$ cat src/hw/adcsc_pkg.sv
package adcsc_pkg;

    // ****************************************************************
    // Register word indexes on the 4-bit register port
    // ****************************************************************
    localparam logic [3:0] REG_CTRL2   = 4'h1;
    localparam logic [3:0] REG_CTRL3   = 4'h2;
    localparam logic [3:0] REG_CTRL4   = 4'h3;
    localparam logic [3:0] REG_CTRL5   = 4'h4;
    localparam logic [3:0] REG_STATUS  = 4'h5;
    localparam logic [3:0] REG_TEST    = 4'h6;
    localparam int         RESULT_BIT  = 3;   // Index bit 3 set: results

    // ****************************************************************
    // Field positions
    // ****************************************************************
    localparam int C2_POWER_UP = 7;   // converter_power_up
    localparam int C2_WAIT_PD  = 6;   // wait_power_down_enable
    localparam int C2_IRQ_EN   = 1;   // Sequence interrupt enable
    localparam int C3_LEN8     = 3;   // sequence_length_select, high
    localparam int C4_RES8     = 7;   // Eight-bit resolution
    localparam int C4_SMP_LO   = 5;   // sample_time_select, 2 bits
    localparam int C4_PRS_LO   = 0;   // Prescale modulus, 5 bits
    localparam int C5_RJUST    = 7;   // Right-justified results
    localparam int C5_SPECIAL  = 6;   // special_reference_convert
    localparam int C5_CONT     = 5;   // Continuous sequences
    localparam int C5_SEVERAL_CHANNEL_PASS     = 4;   // several_channel_pass
    localparam int C5_LEN1     = 3;   // sequence_length_select, low
    localparam int C5_CHAN_LO  = 0;   // channel_select_field, 3 bits
    localparam int ST_SCF      = 15;  // sequence_done_flag
    localparam int TEST_RST    = 0;   // Module soft reset

    // ****************************************************************
    // Reset values
    // ****************************************************************
    localparam logic [7:0] CTRL_RST = 8'h00;

    // ****************************************************************
    // Timing in module clocks
    // ****************************************************************
    localparam logic [4:0] T_SAMPLE1   = 5'h02;
    localparam logic [4:0] T_TRANSFER  = 5'h04;
    localparam logic [4:0] T_FINAL_MIN = 5'h02;
    localparam logic [4:0] T_SAR_SETTLE = 5'h02;
    localparam logic [3:0] TOP_BIT_10  = 4'h9;
    localparam logic [3:0] TOP_BIT_8   = 4'h7;
    localparam int         PRS_WIDTH   = 5;

    // ****************************************************************
    // Conversion phases
    // ****************************************************************
    typedef enum logic [2:0] {
        PH_IDLE,
        PH_SAMPLE,
        PH_TRANSFER,
        PH_FINAL,
        PH_CONVERT
    } adcsc_phase_t;

endpackage

$ cat src/hw/adcsc_prescaler.sv
`timescale 1ns/1ps
module adcsc_prescaler #(
    parameter int WIDTH = 5
) (
    // Clock and reset
    input  wire logic             clock,
    input  wire logic             rst_n,
    // Control
    input  wire logic             enable,
    input  wire logic [WIDTH-1:0] modulus,
    // Module clock enable
    output logic                  tick
);

    typedef struct packed {
        logic [WIDTH-1:0] cnt;
        logic             half;
        logic             tick;
    } adcsc_prs_t;

    adcsc_prs_t s;
    adcsc_prs_t next_s;

    // Modulus counter then divide by two, one pulse per module clock
    always_comb
    begin
        next_s = s;
        next_s.tick = 1'b0;
        if (!enable)
        begin
            next_s.cnt = '0;
            next_s.half = 1'b0;
        end
        else if (s.cnt == modulus)
        begin
            next_s.cnt = '0;
            next_s.half = ~s.half;
            next_s.tick = s.half;  // [RULE_18]
        end
        else
        begin
            next_s.cnt = s.cnt + 1'b1;
        end
    end

    // State register
    always_ff @(posedge clock or negedge rst_n)
    begin
        if (!rst_n)
            s <= '0;
        else
            s <= next_s;
    end

    assign tick = s.tick;
endmodule

$ cat src/hw/adcsc_top.sv
// The register offsets and the plain strobed port were chosen for this implementation.
`timescale 1ns/1ps
// How it works
// RULE_01: Eight channels, one engine, 10 or 8 bits
// RULE_02: Sequences hold one, four or eight conversions
// RULE_03: Single channel, or step across channels
// RULE_04: Continuous restarts, otherwise one sequence then stop
// RULE_05: Special mode converts references or midpoint
// RULE_06: Three-bit field picks (first) channel
// RULE_07: Two length bits in two registers
// RULE_08: Two-bit field picks final sample time
// RULE_09: Writing control four/five restarts sequence
// RULE_10: Continuous stops only on listed events
// RULE_11: Sequence done flag set per sequence
// RULE_12: Per-result done flag set on load
// RULE_13: Optional interrupt on sequence completion
// RULE_14: Sixteen 16-bit register words
// RULE_15: Left or right justified results
// RULE_16: Sample 2, transfer 4, final 2-16 clocks
// RULE_17: Approximation takes 10 or 12 clocks
// RULE_18: Five-bit prescaler then divide by two
// RULE_19: Power down aborts sequence
// RULE_20: Conversion n goes to result n
module adcsc_top (
    // Clock and reset
    input  wire logic        clock,
    input  wire logic        rst_n,
    // Register port
    input  wire logic [3:0]  reg_addr,
    input  wire logic [15:0] reg_wdata,
    input  wire logic        reg_write,
    input  wire logic        reg_read,
    output logic      [15:0] reg_rdata,
    // System power states
    input  wire logic        stop_req,
    input  wire logic        wait_req,
    // Analog front end
    input  wire logic        comp_high,
    output logic      [2:0]  mux_channel,
    output logic             special_select,
    output logic      [1:0]  sample_phase,
    output logic      [9:0]  dac_code,
    output logic             convert_busy,
    // Completion
    output logic             irq
);

    typedef struct packed {
        adcsc_pkg::adcsc_phase_t phase;
        logic [4:0]        cnt;
        logic [2:0]        idx;
        logic [3:0]        bitpos;
        logic [9:0]        sar;
        logic [7:0][15:0]  result;
        logic [7:0]        ccf;
        logic              sequence_done_flag;
        logic [7:0]        ctl2;
        logic [7:0]        ctl3;
        logic [7:0]        ctl4;
        logic [7:0]        ctl5;
        logic [15:0]       rdata;
        logic              irq;
        logic [2:0]        chan;
        logic              special;
        logic [1:0]        sphase;
        logic [9:0]        dac;
        logic              busy;
        logic              sync1;
        logic              sync2;
    } adcsc_state_t;

    adcsc_state_t s;
    adcsc_state_t next_s;
    logic         tick;

    // ****************************************************************
    // Helper functions
    // ****************************************************************

    // Last conversion index of a sequence: eight, one or four
    function automatic logic [2:0] seq_last(input logic len8,
                                            input logic len1);
        if (len8)
            seq_last = 3'h7;
        else if (len1)
            seq_last = 3'h0;
        else
            seq_last = 3'h3;
    endfunction

    // Final sample phase length minus one: 2, 4, 8 or 16
    function automatic logic [4:0] final_last(input logic [1:0] smp);
        final_last = (adcsc_pkg::T_FINAL_MIN << smp) - 5'h01;
    endfunction

    // Channel of conversion idx within the sequence
    function automatic logic [2:0] chan_of(input logic [7:0] ctl5,
                                           input logic [2:0] idx);
        logic [2:0] base;
        base = ctl5[adcsc_pkg::C5_CHAN_LO +: 3];
        if (ctl5[adcsc_pkg::C5_SEVERAL_CHANNEL_PASS])
            chan_of = base + idx;
        else
            chan_of = base;
    endfunction

    // Place a finished code in the result word
    function automatic logic [15:0] fmt(input logic [9:0] code,
                                        input logic res8,
                                        input logic rjust);
        if (res8 && rjust)
            fmt = {8'h00, code[7:0]};
        else if (res8)
            fmt = {code[7:0], 8'h00};
        else if (rjust)
            fmt = {6'h00, code};
        else
            fmt = {code, 6'h00};
    endfunction

    // ****************************************************************
    // Module clock
    // ****************************************************************

    // Prescaler runs only while a sequence is active
    adcsc_prescaler #(
        .WIDTH   (adcsc_pkg::PRS_WIDTH)
    ) u_prescaler (
        .clock   (clock),
        .rst_n   (rst_n),
        .enable  (s.busy),
        .modulus (s.ctl4[adcsc_pkg::C4_PRS_LO +: adcsc_pkg::PRS_WIDTH]),
        .tick    (tick)
    );

    // ****************************************************************
    // Next state
    // ****************************************************************
    logic       halt;
    logic       start;
    logic       soft_rst;
    logic       res8;
    logic [7:0] set_ccf;
    logic [7:0] clr_ccf;
    logic       set_scf;
    logic       clr_scf;

    // Sequencer, register port and output staging
    always_comb
    begin
        next_s = s;
        set_ccf = 8'h00;
        clr_ccf = 8'h00;
        set_scf = 1'b0;
        clr_scf = 1'b0;
        res8 = s.ctl4[adcsc_pkg::C4_RES8];
        next_s.sync1 = comp_high;
        next_s.sync2 = s.sync1;
        // Power down by control bit, stop, or wait when enabled
        halt = !s.ctl2[adcsc_pkg::C2_POWER_UP] || stop_req
               || (wait_req && s.ctl2[adcsc_pkg::C2_WAIT_PD]);  // [RULE_10]
        start = reg_write && (reg_addr == adcsc_pkg::REG_CTRL4
                || reg_addr == adcsc_pkg::REG_CTRL5);           // [RULE_09]
        soft_rst = reg_write && reg_addr == adcsc_pkg::REG_TEST
                   && reg_wdata[adcsc_pkg::TEST_RST];

        // Conversion phases, advanced on each module clock
        if (tick)
        begin
            unique case (s.phase)
                adcsc_pkg::PH_IDLE:
                begin
                    next_s.phase = adcsc_pkg::PH_IDLE;
                end
                adcsc_pkg::PH_SAMPLE:
                begin
                    if (s.cnt == 5'h00)
                    begin
                        next_s.phase = adcsc_pkg::PH_TRANSFER;
                        next_s.cnt = adcsc_pkg::T_TRANSFER - 5'h01; // [RULE_16]
                    end
                    else
                        next_s.cnt = s.cnt - 5'h01;
                end
                adcsc_pkg::PH_TRANSFER:
                begin
                    if (s.cnt == 5'h00)
                    begin
                        next_s.phase = adcsc_pkg::PH_FINAL;
                        next_s.cnt = final_last(
                            s.ctl4[adcsc_pkg::C4_SMP_LO +: 2]);     // [RULE_08]
                    end
                    else
                        next_s.cnt = s.cnt - 5'h01;
                end
                adcsc_pkg::PH_FINAL:
                begin
                    if (s.cnt == 5'h00)
                    begin
                        next_s.phase = adcsc_pkg::PH_CONVERT;
                        next_s.cnt = adcsc_pkg::T_SAR_SETTLE;       // [RULE_17]
                        next_s.bitpos = res8 ? adcsc_pkg::TOP_BIT_8
                                             : adcsc_pkg::TOP_BIT_10; // [RULE_01]
                        next_s.sar = 10'h000;
                        next_s.sar[next_s.bitpos] = 1'b1;
                    end
                    else
                        next_s.cnt = s.cnt - 5'h01;
                end
                adcsc_pkg::PH_CONVERT:
                begin
                    if (s.cnt != 5'h00)
                        next_s.cnt = s.cnt - 5'h01;
                    else
                    begin
                        // Binary search: keep trial bit if input is above
                        if (!s.sync2)
                            next_s.sar[s.bitpos] = 1'b0;
                        if (s.bitpos != 4'h0)
                        begin
                            next_s.bitpos = s.bitpos - 4'h1;
                            next_s.sar[next_s.bitpos] = 1'b1;
                        end
                        else
                        begin
                            next_s.result[s.idx] = fmt(next_s.sar, res8,
                                s.ctl5[adcsc_pkg::C5_RJUST]); // [RULE_15] [RULE_20]
                            set_ccf[s.idx] = 1'b1;            // [RULE_12]
                            next_s.phase = adcsc_pkg::PH_SAMPLE;
                            next_s.cnt = adcsc_pkg::T_SAMPLE1 - 5'h01;
                            next_s.idx = s.idx + 3'h1;
                            if (s.idx == seq_last(s.ctl3[adcsc_pkg::C3_LEN8],
                                    s.ctl5[adcsc_pkg::C5_LEN1]))  // [RULE_02] [RULE_07]
                            begin
                                set_scf = 1'b1;                   // [RULE_11]
                                next_s.idx = 3'h0;
                                if (!s.ctl5[adcsc_pkg::C5_CONT])
                                    next_s.phase = adcsc_pkg::PH_IDLE; // [RULE_04]
                            end
                        end
                    end
                end
            endcase
        end

        // Register writes, one 16-bit word per index
        if (reg_write)
        begin
            unique case (reg_addr)
                adcsc_pkg::REG_CTRL2:  next_s.ctl2 = reg_wdata[7:0];
                adcsc_pkg::REG_CTRL3:  next_s.ctl3 = reg_wdata[7:0];
                adcsc_pkg::REG_CTRL4:  next_s.ctl4 = reg_wdata[7:0];
                adcsc_pkg::REG_CTRL5:  next_s.ctl5 = reg_wdata[7:0];
                adcsc_pkg::REG_STATUS:
                begin
                    clr_ccf = reg_wdata[7:0];
                    clr_scf = reg_wdata[adcsc_pkg::ST_SCF];
                end
                default:
                begin
                    clr_scf = 1'b0;
                end
            endcase
        end

        // Sticky flags: a set in the same cycle beats a clear
        next_s.ccf = (s.ccf & ~clr_ccf) | set_ccf;
        next_s.sequence_done_flag = (s.sequence_done_flag & ~clr_scf) | set_scf;

        // New sequence with the freshly written settings
        if (start)
        begin
            next_s.phase = adcsc_pkg::PH_SAMPLE;
            next_s.cnt = adcsc_pkg::T_SAMPLE1 - 5'h01;           // [RULE_16]
            next_s.idx = 3'h0;
        end

        // Power down or module reset aborts everything in flight
        if (halt)
            next_s.phase = adcsc_pkg::PH_IDLE;                   // [RULE_19]
        if (soft_rst)
        begin
            next_s.phase = adcsc_pkg::PH_IDLE;
            next_s.ccf = 8'h00;
            next_s.sequence_done_flag = 1'b0;
            next_s.ctl2 = {s.ctl2[adcsc_pkg::C2_POWER_UP], 7'h00};
            next_s.ctl3 = adcsc_pkg::CTRL_RST;
            next_s.ctl4 = adcsc_pkg::CTRL_RST;
            next_s.ctl5 = adcsc_pkg::CTRL_RST;
        end

        // Read data for the cycle after the strobe; holes read zero
        next_s.rdata = 16'h0000;
        if (reg_read)
        begin
            if (reg_addr[adcsc_pkg::RESULT_BIT])
                next_s.rdata = s.result[reg_addr[2:0]];          // [RULE_14]
            else
            begin
                unique case (reg_addr)
                    adcsc_pkg::REG_CTRL2:  next_s.rdata = {8'h00, s.ctl2};
                    adcsc_pkg::REG_CTRL3:  next_s.rdata = {8'h00, s.ctl3};
                    adcsc_pkg::REG_CTRL4:  next_s.rdata = {8'h00, s.ctl4};
                    adcsc_pkg::REG_CTRL5:  next_s.rdata = {8'h00, s.ctl5};
                    adcsc_pkg::REG_STATUS:
                        next_s.rdata = {s.sequence_done_flag, 7'h00, s.ccf};
                    default:               next_s.rdata = 16'h0000;
                endcase
            end
        end

        // Front-end controls staged from the next state
        next_s.busy = next_s.phase != adcsc_pkg::PH_IDLE;
        next_s.chan = chan_of(next_s.ctl5, next_s.idx);          // [RULE_03] [RULE_06]
        next_s.special = next_s.ctl5[adcsc_pkg::C5_SPECIAL];     // [RULE_05]
        unique case (next_s.phase)
            adcsc_pkg::PH_SAMPLE:   next_s.sphase = 2'h1;
            adcsc_pkg::PH_TRANSFER: next_s.sphase = 2'h2;
            adcsc_pkg::PH_FINAL:    next_s.sphase = 2'h3;
            default:                next_s.sphase = 2'h0;
        endcase
        if (next_s.phase != adcsc_pkg::PH_CONVERT)
            next_s.dac = 10'h000;
        else if (next_s.ctl4[adcsc_pkg::C4_RES8])
            next_s.dac = {next_s.sar[7:0], 2'h0};
        else
            next_s.dac = next_s.sar;
        next_s.irq = next_s.sequence_done_flag && next_s.ctl2[adcsc_pkg::C2_IRQ_EN]; // [RULE_13]
    end

    // State register
    always_ff @(posedge clock or negedge rst_n)
    begin
        if (!rst_n)
            s <= '0;
        else
            s <= next_s;
    end

    // ****************************************************************
    // Outputs
    // ****************************************************************
    assign reg_rdata      = s.rdata;
    assign mux_channel    = s.chan;
    assign special_select = s.special;
    assign sample_phase   = s.sphase;
    assign dac_code       = s.dac;
    assign convert_busy   = s.busy;
    assign irq            = s.irq;
endmodule

$ cat config.mk
export PLATFORM = sky130hd
export DESIGN_NAME = adcsc_top
export DESIGN_NICKNAME = d
export VERILOG_FILES = /design/src/hw/adcsc_pkg.sv /design/src/hw/adcsc_prescaler.sv /design/src/hw/adcsc_top.sv
export SDC_FILE = /design/constraint.sdc
export NUM_CORES = 1
export LEC_CHECK = 0
export BUFFER_PORTS_ARGS = -buffer_cell sky130_fd_sc_hd__buf_2
export CAP_MARGIN = 20
export CORE_ASPECT_RATIO = 1.75
export CORE_MARGIN = 2
export CORE_UTILIZATION = 55
export DETAILED_ROUTE_END_ITERATION = 7
export GPL_TIMING_DRIVEN = 0
export PLACE_DENSITY = 0.82
export SLEW_MARGIN = 20
export SYNTH_ARGS = -nofsm -noshare
export SYNTH_HDL_FRONTEND = slang
export SYNTH_HIERARCHICAL = 1
export SYNTH_SLANG_ARGS = --single-unit
$ cat constraint.sdc
create_clock -name clock -period 2.8 [get_ports clock]
set_input_delay 0.28 -clock clock [delete_from_list [all_inputs] [get_ports clock]]
set_output_delay 0.28 -clock clock [all_outputs]
set_load 0.005 [all_outputs]
* Word-level counts from Yosys, hierarchy flattened
Index checks and enable logic that the tools add are counted.
Word-level totals: bits in registers 237, input port bits 27, output and inout port bits 34, logic and storage cells 206
Cells by class: add/sub/neg operators 6, $lt $le $gt $ge 9, eq/ne operators 21, shift-type cells 1, muxes and demuxes 86, bitwise gates (word level) 13, reductions and logical operators 35
Operator list (number):
- $mux 128 | 2
- $mux 16 | 11
- $mux 153 | 1
- $mux 145 | 1
- $bwmux 128 | 1
- $mux 8 | 10
- $pmux 16 s5 | 1
- $mux 10 | 6
- $bmux 16 s3 | 1
- $demux 16 s3 | 1
- $mux 3 | 15
- $mux 41 | 1
- $mux 32 | 1
- $mux 14 | 2
- $pmux 14 s2 | 1
- $mux 5 | 5
- $mux 11 | 2
- $pmux 5 s4 | 1
- $lt 4x5->1 const B | 3
- $pmux 3 s5 | 1
- $reduce_bool 2->1 | 7
- $mux 1 | 13
- $demux 1 s4 | 3
- $eq 3x2->1 const B | 4
- other kinds (46) | 77

* Depth between registers and ports, before layout
Gate-level depths: netlist (run 1).
depth after elaboration 27, mapped depth 13, gate-level depth less buffers 13

* Cells and area by module
Netlist (run 1), hierarchy kept.
Modules (own cells, without submodules):
- adcsc_top | instances 1, cells each 1067, area each 11090.6 µm², sequential area each 5730.5 µm²
- adcsc_prescaler | instances 1, cells each 33, area each 345.3 µm², sequential area each 175.2 µm²

* Least setup slack after synthesis (run 1)
OpenSTA, ideal clock, no wires.
kind register to register, from reg s[222] (netlist name), to reg s, in the netlist mux_channel[2], library setup time 0.125 ns, arrival 2.781 ns, required time 2.675 ns, setup slack -0.106 ns, stages on the path, launching flop included 14, path buffers 0, clock period less this slack 2.906 ns, cell sequence dfrtp_1 > inv_1 > ha_1 > nor4b_4 > nand4_2 > nor3_1 > a21oi_1 > nor2_1 > ha_1 > inv_1 > fa_1 > nor2b_1 > mux2i_1 > mux2_2
RTL lines:
- from (decl) | line adcsc_top.sv:72 | adcsc_state_t s;
- from (signal assigned) | line adcsc_top.sv:337 | s <= next_s;

==> results of run 1 <==
## through the flow
stage,hold slack [ns],worst slack [ns],std cells,instance area [sq um]
after floorplan,-0.01559,-0.03920,1100,11450
final,0.07363,-0.05350,1446,13040
after global routing,0.09547,-0.1978,1446,13040
after CTS,0.06497,-0.05470,1444,13000
after global placement,0.3325,-2.511,1398,12010
after detailed placement,0.2045,-0.7022,1400,12090
## path summary, 6_finish.rpt
| kind | from | end | slack (ns) | cells after the start |
|---|---|---|---|---|
| min in group asynchronous | rst_n | dac_code[4] | 0.26 | 2 |
| worst min-delay path | reg_wdata[6] | s[42] | 0.07 | 3 |
| max in group asynchronous | rst_n | reg_rdata[9] | 1.71 | 3 |
| worst min register to register | next_s[0] | s[0] | 0.36 | 0 |
| worst max-delay path | s[223] | mux_channel[2] | -0.05 | 13 |
| worst max register to register | s[223] | mux_channel[2] | -0.05 | 13 |
## per-layer routing
metal	up-vias	global-route usage (%)
met5	-	0
met4	0	22.00
met3	140	3.025
met2	420	50.01
met1	4428	31.25
li1	4017	-
## area by class of cell
type / instances / area [sq um] / share of cell area [%]
timing repair buffer: 58 / 365.4 / 2.801
clock inverter: 14 / 227.7 / 1.746
sequential: 236 / 5906 / 45.28
inverter: 14 / 52.55 / 0.4030
tap: 248 / 310.3 / 2.379
clock buffer: 26 / 606.8 / 4.653
multi-input combinational: 745 / 4986 / 38.23
buffer: 105 / 586.8 / 4.500
## synthesized netlist by cell type, drive strengths merged, types with 2 or more instances
| library cell | number |
|---|---|
| dfrtp | 236 |
| nand2 | 188 |
| o21ai | 171 |
| nor2 | 62 |
| buf | 60 |
| clkbuf | 45 |
| a21oi | 42 |
| mux2i | 37 |
| mux4 | 32 |
| a22o | 24 |
| nor3 | 21 |
| inv | 14 |
| nand3 | 14 |
| nor2b | 14 |
| nand2b | 13 |
| mux2 | 12 |
| nand3b | 7 |
| o211ai | 6 |
| a211oi | 5 |
| a21boi | 5 |
| ha | 5 |
| o21a | 5 |
| or2 | 5 |
| xnor2 | 5 |
| a22oi | 4 |
| and2 | 4 |
| nor3b | 4 |
| o31ai | 4 |
| or3 | 4 |
| or3b | 4 |
| a211o | 3 |
| a222oi | 3 |
| a32o | 3 |
| and3b | 3 |
| nor4b | 3 |
| o32ai | 3 |
| o41ai | 3 |
| a221oi | 2 |
| nand4 | 2 |
| nand4b | 2 |
| o211a | 2 |
| o22ai | 2 |
| o311ai | 2 |
| xor2 | 2 |
## cell families (layout without fill, tap and decap cells)
| kind of cell | count (synthesis) | count (layout) | synth area share, % |
|---|---|---|---|
| adders and majority gates | 6 | 6 | 0.7221 |
| and+or+nand+nor | 356 | 356 | 14.92 |
| muxes | 81 | 81 | 10.72 |
| buffers and inverters | 119 | 217 | 5.558 |
| AOI/OAI and AO/OA | 295 | 295 | 15.90 |
| xor gates and xnor gates | 7 | 7 | 0.5361 |
| DFF | 236 | 236 | 51.64 |
## flip-flops by register name (all words and copies together) (netlist names)
signal,count
irq,1
res8,1
mux_channel,3
s,194
u_prescaler/tick,1
next_s,1
sample_phase,2
dac_code,10
u_prescaler/s,6
convert_busy,1
reg_rdata,16
## what timing repair did
item | 4_1_cts | 5_1_grt
pin swaps | 2 | 3
hold buffers | 2 | 0
setup endpoints to repair | 4 | 25
hold endpoints to repair | 47 | 0
resized for setup | 8 | 11
buffers inserted | 2 | 2
## power by group through the flow
stage | sequential [W] | combinational [W] | clock, W
final | 0.00367 | 0.000728 | 0.00343
after global routing | 0.00369 | 0.000804 | 0.00358
after CTS | 0.00367 | 0.000716 | 0.00346
after detailed placement | 0.00373 | 0.000702 | 0
after global placement | 0.00372 | 0.000671 | 0
after floorplan | 0.00368 | 0.000452 | 0
## worst register-to-register path: cells and delay by family (launching register included)
| kind | cells | cell delay (ns) |
|---|---|---|
| buf+inv | 2 | 0.13 |
| flops | 1 | 0.40 |
| mux | 2 | 0.53 |
| compound gates | 1 | 0.05 |
| simple gates | 5 | 0.95 |
| fa+ha+maj | 3 | 0.66 |
==> impl_metrics.json, run 1 <==
{
  "p_sw_share_pct": 24.00,
  "rsz0062_at_grt": "yes",
  "total_power_w": 0.007829,
  "min_period_ns": 2.854,
  "fin_crit_sh_pct": 101.9,
  "path_buf_inv": 2,
  "final_common_cell": "dfrtp_1",
  "synth-edff-count": 0,
  "routed-wl-met2_mm": 16.02,
  "drive_gt1_share_pct": 20.45,
  "irDropWorstVdd_mv": 0.5460,
  "die_y_um": 194.8,
  "worstSetupEndpointType": "flip-flop",
  "cts.htree.levels": 1,
  "gp_congestion": 0.9477,
  "grt_pass1_vias": 9322,
  "tritoncts": "done",
  "yosysSeqAreaShare_pct": 51.64,
  "synthTopCellsByArea": "dfrtp_1, o21ai_0, mux4_2",
  "grt_overflow": 0,
  "slowest_stage": "dfrtp_1",
  "cp.required_ns": 3.19,
  "async_reset_ff_share_pct": 100.0,
  "die_x_um": 113,
  "status": "finished with violations",
  "syn_inst": 1100,
  "worst_pin_slew_ns": 1.002,
  "crit_arrival_ns": 3.24,
  "grt_pass1_wl_mm": 49.25,
  "cap_violations": 0,
  "violations": "design-rule violations, negative setup slack",
  "cts.sinks": 236,
  "fin_ws_ns": -0.05350,
  "num_rows": 69,
  "pin_count": 61,
  "drtAntennaViolNets": 0,
  "start_kind": "flip-flop",
  "pwr-share-clk_pct": 43.8,
  "drc": 3,
  "critical_path.top_delay_family": "simple AND/OR/NAND/NOR gates",
  "hold_viol": 0,
  "grt_max_degree": 106,
  "clk_pin_slew_ns": 0.07,
  "crit_type": "reg -> reg",
  "clock-root-buffer": "clkbuf_16",
  "vias_per_cell": 6.228,
  "core_area_sq_mm": 0.02037,
  "leakage_nw": 5.828,
  "critPathMaxFanout": 4,
  "final.setup_skew_ns": 0.01271,
  "yosys_warnings": 6,
  "initial_utilization_pct": 56.13,
  "cts_made_buffers": 22,
  "portBuffers": 50,
  "synth_seq_cells": 236,
  "slew_viol_final": 0,
  "pwr-share-comb_pct": 9.3,
  "ys_types": 78,
  "p_per_area_mw_per_mm2": 600.3,
  "n_antenna_cell": 0,
  "track_usage_pct": 28.59,
  "synth_fp_nets": 1133,
  "synth_top_area_share_pct": 51.64,
  "drtPass1Iterations": 8,
  "fmax_ghz": 0.3504,
  "tns_ns": -0.05350,
  "path_cells": "inv_2 > ha_4 > nor4b_4 > nand4_2 > nor3_2 > a21oi_2 > nor2_2 > ha_2 > inv_1 > fa_2 > nor2b_1 > mux2i_1 > mux2_4",
  "met3_length_mm": 1.719,
  "final_cell_mix": "dfrtp_1, nand2_1, o21ai_0",
  "synthesis.area_sq_mm": 0.01144,
  "netSwitchingPower_w": 0.001879,
  "die_area_sq_mm": 0.02201,
  "maxUsedRoutingLayer": "met4",
  "drt-met1-wl_mm": 10.30,
  "wl_per_cell_um": 21.30,
  "ys.flop_type": "dfrtp_1",
  "setup_viol": 1,
  "fill_cells": 1609,
  "drtIter0Drc": 639,
  "relSlewSlack_pct": 32.94,
  "fin_util_pct": 64.01,
  "seqPwrFrac_pct": 46.9,
  "antenna_found_initial": 0,
  "vias": 9005,
  "hpwl_mm": 21.75,
  "final_net_count": 1215,
  "critical_path.max_stage_delay_ns": 0.40,
  "synth_area_leader_cell": "dfrtp_1",
  "hp-class": "in -> reg",
  "syn_area_per_cell_sq_um": 10.40,
  "p_int_w": 0.005950,
  "totalWireLength_mm": 30.80,
  "area_growth_pct": 14.04,
  "clockBufferDepth": 3,
  "clkLatencyLatePin_ns": 0.51
}
Note: power is estimated with default switching activity, not from simulation.
==> inputs of run 2 (changes only) <==
ABC_AREA = 1   (was not set)
PLACE_DENSITY = 0.79   (was 0.82)
REMOVE_ABC_BUFFERS = 1   (was not set)
clock period = 3 ns   (was 2.8 ns; I/O delays follow)
==> run 2 against run 1 <==
Net effect: final area decreased by 4.3%; clock-buffer cell count increased by 1; first-iteration DRC count increased by 30%; wire length decreased by 4.9%; non-clock buffer count decreased by 97; die area increased by 0.17%; the run ends with design-rule violations left; critical path depth increased by 3; clock power decreased by 2%.
==> impl_metrics.json, run 2 <==
{
  "status": "finished with violations",
  "violations": "design-rule violations",
  "cp.required_ns": 3.44,
  "worstSetupEndpointType": "flip-flop",
  "clock-root-buffer": "clkbuf_16",
  "track_usage_pct": 26.43,
  "grt_pass1_wl_mm": 46.91,
  "cts_made_buffers": 22,
  "irDropWorstVdd_mv": 0.3925,
  "hold_end": "s[66]",
  "synth_area_leader_cell": "dfrtp_1",
  "top_register": "s",
  "rr_endpoint": "mux_channel[2]",
  "pin_count": 61,
  "num_rows": 69,
  "hp-start": "reg_wdata[6]",
  "crit_start": "s[222]",
  "core_area_sq_mm": 0.02037,
  "antenna_found_initial": 0,
  "crit_arrival_ns": 3.21,
  "pwr-share-clk_pct": 44.4,
  "drtPass1Iterations": 7,
  "fin_crit_sh_pct": 92.42,
  "netSwitchingPower_w": 0.001865,
  "vias_per_cell": 5.866,
  "total_power_w": 0.007576,
  "p_per_area_mw_per_mm2": 606.7,
  "synth_common_cells": "nand2_1, dfrtp_1, o21ai_1",
  "hp-class": "in -> reg",
  "crit_type": "reg -> reg",
  "final_net_count": 1358,
  "cts.sinks": 236,
  "final_cell_mix": "nand2_1, dfrtp_1, o21ai_1",
  "fill_cells": 1717,
  "syn_inst": 1321,
  "syn_area_per_cell_sq_um": 8.672,
  "area_growth_pct": 9.000,
  "grt_pass1_vias": 9286,
  "yosysSeqAreaShare_pct": 51.55,
  "totalWireLength_mm": 29.28,
  "synth_top_area_share_pct": 51.55,
  "synthMostInstantiatedCell": "nand2_1",
  "r2r_setup_slack_ns": 0.23,
  "reg2reg_from": "s[222]",
  "ys_types": 50,
  "die_x_um": 113.1,
  "p_int_w": 0.005711,
  "min_period_ns": 2.773,
  "slew_viol_final": 0,
  "clockBufferDepth": 3,
  "regArea_sq_mm": 0.005906,
  "pwr-share-comb_pct": 10.2,
  "drc": 4,
  "synthesis.area_sq_mm": 0.01146,
  "tritoncts": "done",
  "start_kind": "flip-flop",
  "wl_per_cell_um": 18.43,
  "grt_max_degree": 105,
  "synthTopCellsByArea": "dfrtp_1, nand2_1, o21ai_1",
  "relSlewSlack_pct": 39.49,
  "leakage_nw": 5.986,
  "yosys_warnings": 6,
  "gp_congestion": 0.8951,
  "vias": 9321,
  "portBuffers": 53,
  "seqPwrFrac_pct": 45.4,
  "final_common_cell": "nand2_1",
  "fmax_ghz": 0.3607,
  "drtAntennaViolNets": 0,
  "setup_viol": 0,
  "synth_seq_cells": 236,
  "initial_utilization_pct": 56.23,
  "hold_depth": 3,
  "critPathMaxFanout": 5,
  "multi_input_area_sq_mm": 0.004514,
  "die_y_um": 194.9,
  "hold_viol": 0,
  "cts.htree.levels": 1,
  "die_area_sq_mm": 0.02204,
  "async_reset_ff_share_pct": 100.0,
  "grt_overflow": 0,
  "place_inst": 1538,
  "largest_reg_flops": 194,
  "synth-edff-count": 0,
  "final.setup_skew_ns": 0.009251,
  "worst_pin_slew_ns": 0.9055,
  "clk_pin_slew_ns": 0.07,
  "clkLatencyLatePin_ns": 0.50,
  "cap_violations": 0,
  "drive_gt1_share_pct": 14.17,
  "worst_r2r_path_depth": 16,
  "hpwl_mm": 19.46,
  "fin_cells": 1589,
  "drtIter0Drc": 829,
  "ys.flop_type": "dfrtp_1",
  "p_sw_share_pct": 24.61,
  "n_antenna_cell": 0
}
## run 2: cell types whose count changed after synthesis, moves of 35 or more
cell	before	now
inv_1	14	96
mux2i_1	37	2
nand2_1	188	327
o21ai_0	152	63
o21ai_1	6	150
o22ai_1	2	38
## run 2: worst max-delay path by stage
stage               slack, ns  cells past startpoint              to
finish                   0.23                     16  mux_channel[2]
floorplan                0.48                     16  mux_channel[2]
global route           -0.006                     16  mux_channel[2]
CTS                      0.05                     16  mux_channel[2]
global placement        -2.35                      1           s[52]
detailed placement      -0.18                     14  mux_channel[2]
## run 2: final cells by class
cell class	instances	share of cell area, %
inverters	120	3.647
clock buffers	27	4.890
multi-input cells	879	36.15
flip-flops and latches	236	47.29
repair buffers	66	3.347
well taps	248	2.485
clock inverters	13	2.184
## run 2: power groups by stage
stage               Combinational (W)  Sequential [W]  Clock (W)
floorplan                    0.000458         0.00347          0
global placement             0.000732         0.00350          0
detailed placement           0.000756         0.00349          0
CTS                          0.000767         0.00344    0.00340
global route                 0.000853         0.00345    0.00351
finish                       0.000769         0.00344    0.00336
## run 2: critical path: stages, from the launching register on
cell	delay, ns
dfrtp_1	0.41
inv_1	0.12
ha_1	0.18
nand2_1	0.10
nor2_4	0.16
nand3_2	0.20
nor2_2	0.18
nor2_1	0.07
nor4_2	0.24
ha_1	0.21
inv_1	0.05
fa_1	0.40
inv_1	0.09
o21ai_0	0.08
nand2_1	0.07
nand3_1	0.06
nand2_1	0.09
## run 2: logic make-up (layout without fill, tap and decap cells)
| family | Yosys count | in the layout | share of synthesized area, % |
|---|---|---|---|
| buf+inv | 206 | 226 | 9.207 |
| fa+ha+maj | 6 | 6 | 0.7208 |
| mux | 2 | 2 | 0.1748 |
| compound gates | 341 | 341 | 17.10 |
| flops | 236 | 236 | 51.55 |
| simple gates | 523 | 523 | 20.71 |
| xor+xnor | 7 | 7 | 0.5352 |
## run 2: layer usage
metal	vias up	global-route usage, %	wire, um
met5	-	0	0
met4	0	11.61	1158
met3	88	3.305	1690
met2	396	47.64	15470
met1	4462	31.19	10960
li1	4375	-	-
## run 2: metrics by stage
step	instance area, sq um	util [%]	setup WS (ns)	TNS, ns	hold slack (ns)
6_report	12490	61.29	0.2273	0	0.1219
5_1_grt	12490	61.29	-0.006092	-0.006092	0.1305
4_1_cts	12410	60.92	0.05426	0	0.1146
3_5_place_dp	11500	56.43	-0.1837	-0.2064	0.2694
3_3_place_gp	11430	56.11	-2.347	-547.06	0.3374
2_1_floorplan	10860	-	0.4793	0	0.004409
## run 2: what timing repair did
item / CTS / global route
hold buffers: 2 / 0
gates resized for setup: 2 / 2
setup buffers: 0 / 9
endpoints found under the hold margin: 61 / 0
endpoints found under the setup margin: 1 / 1
pin swaps: 0 / 2
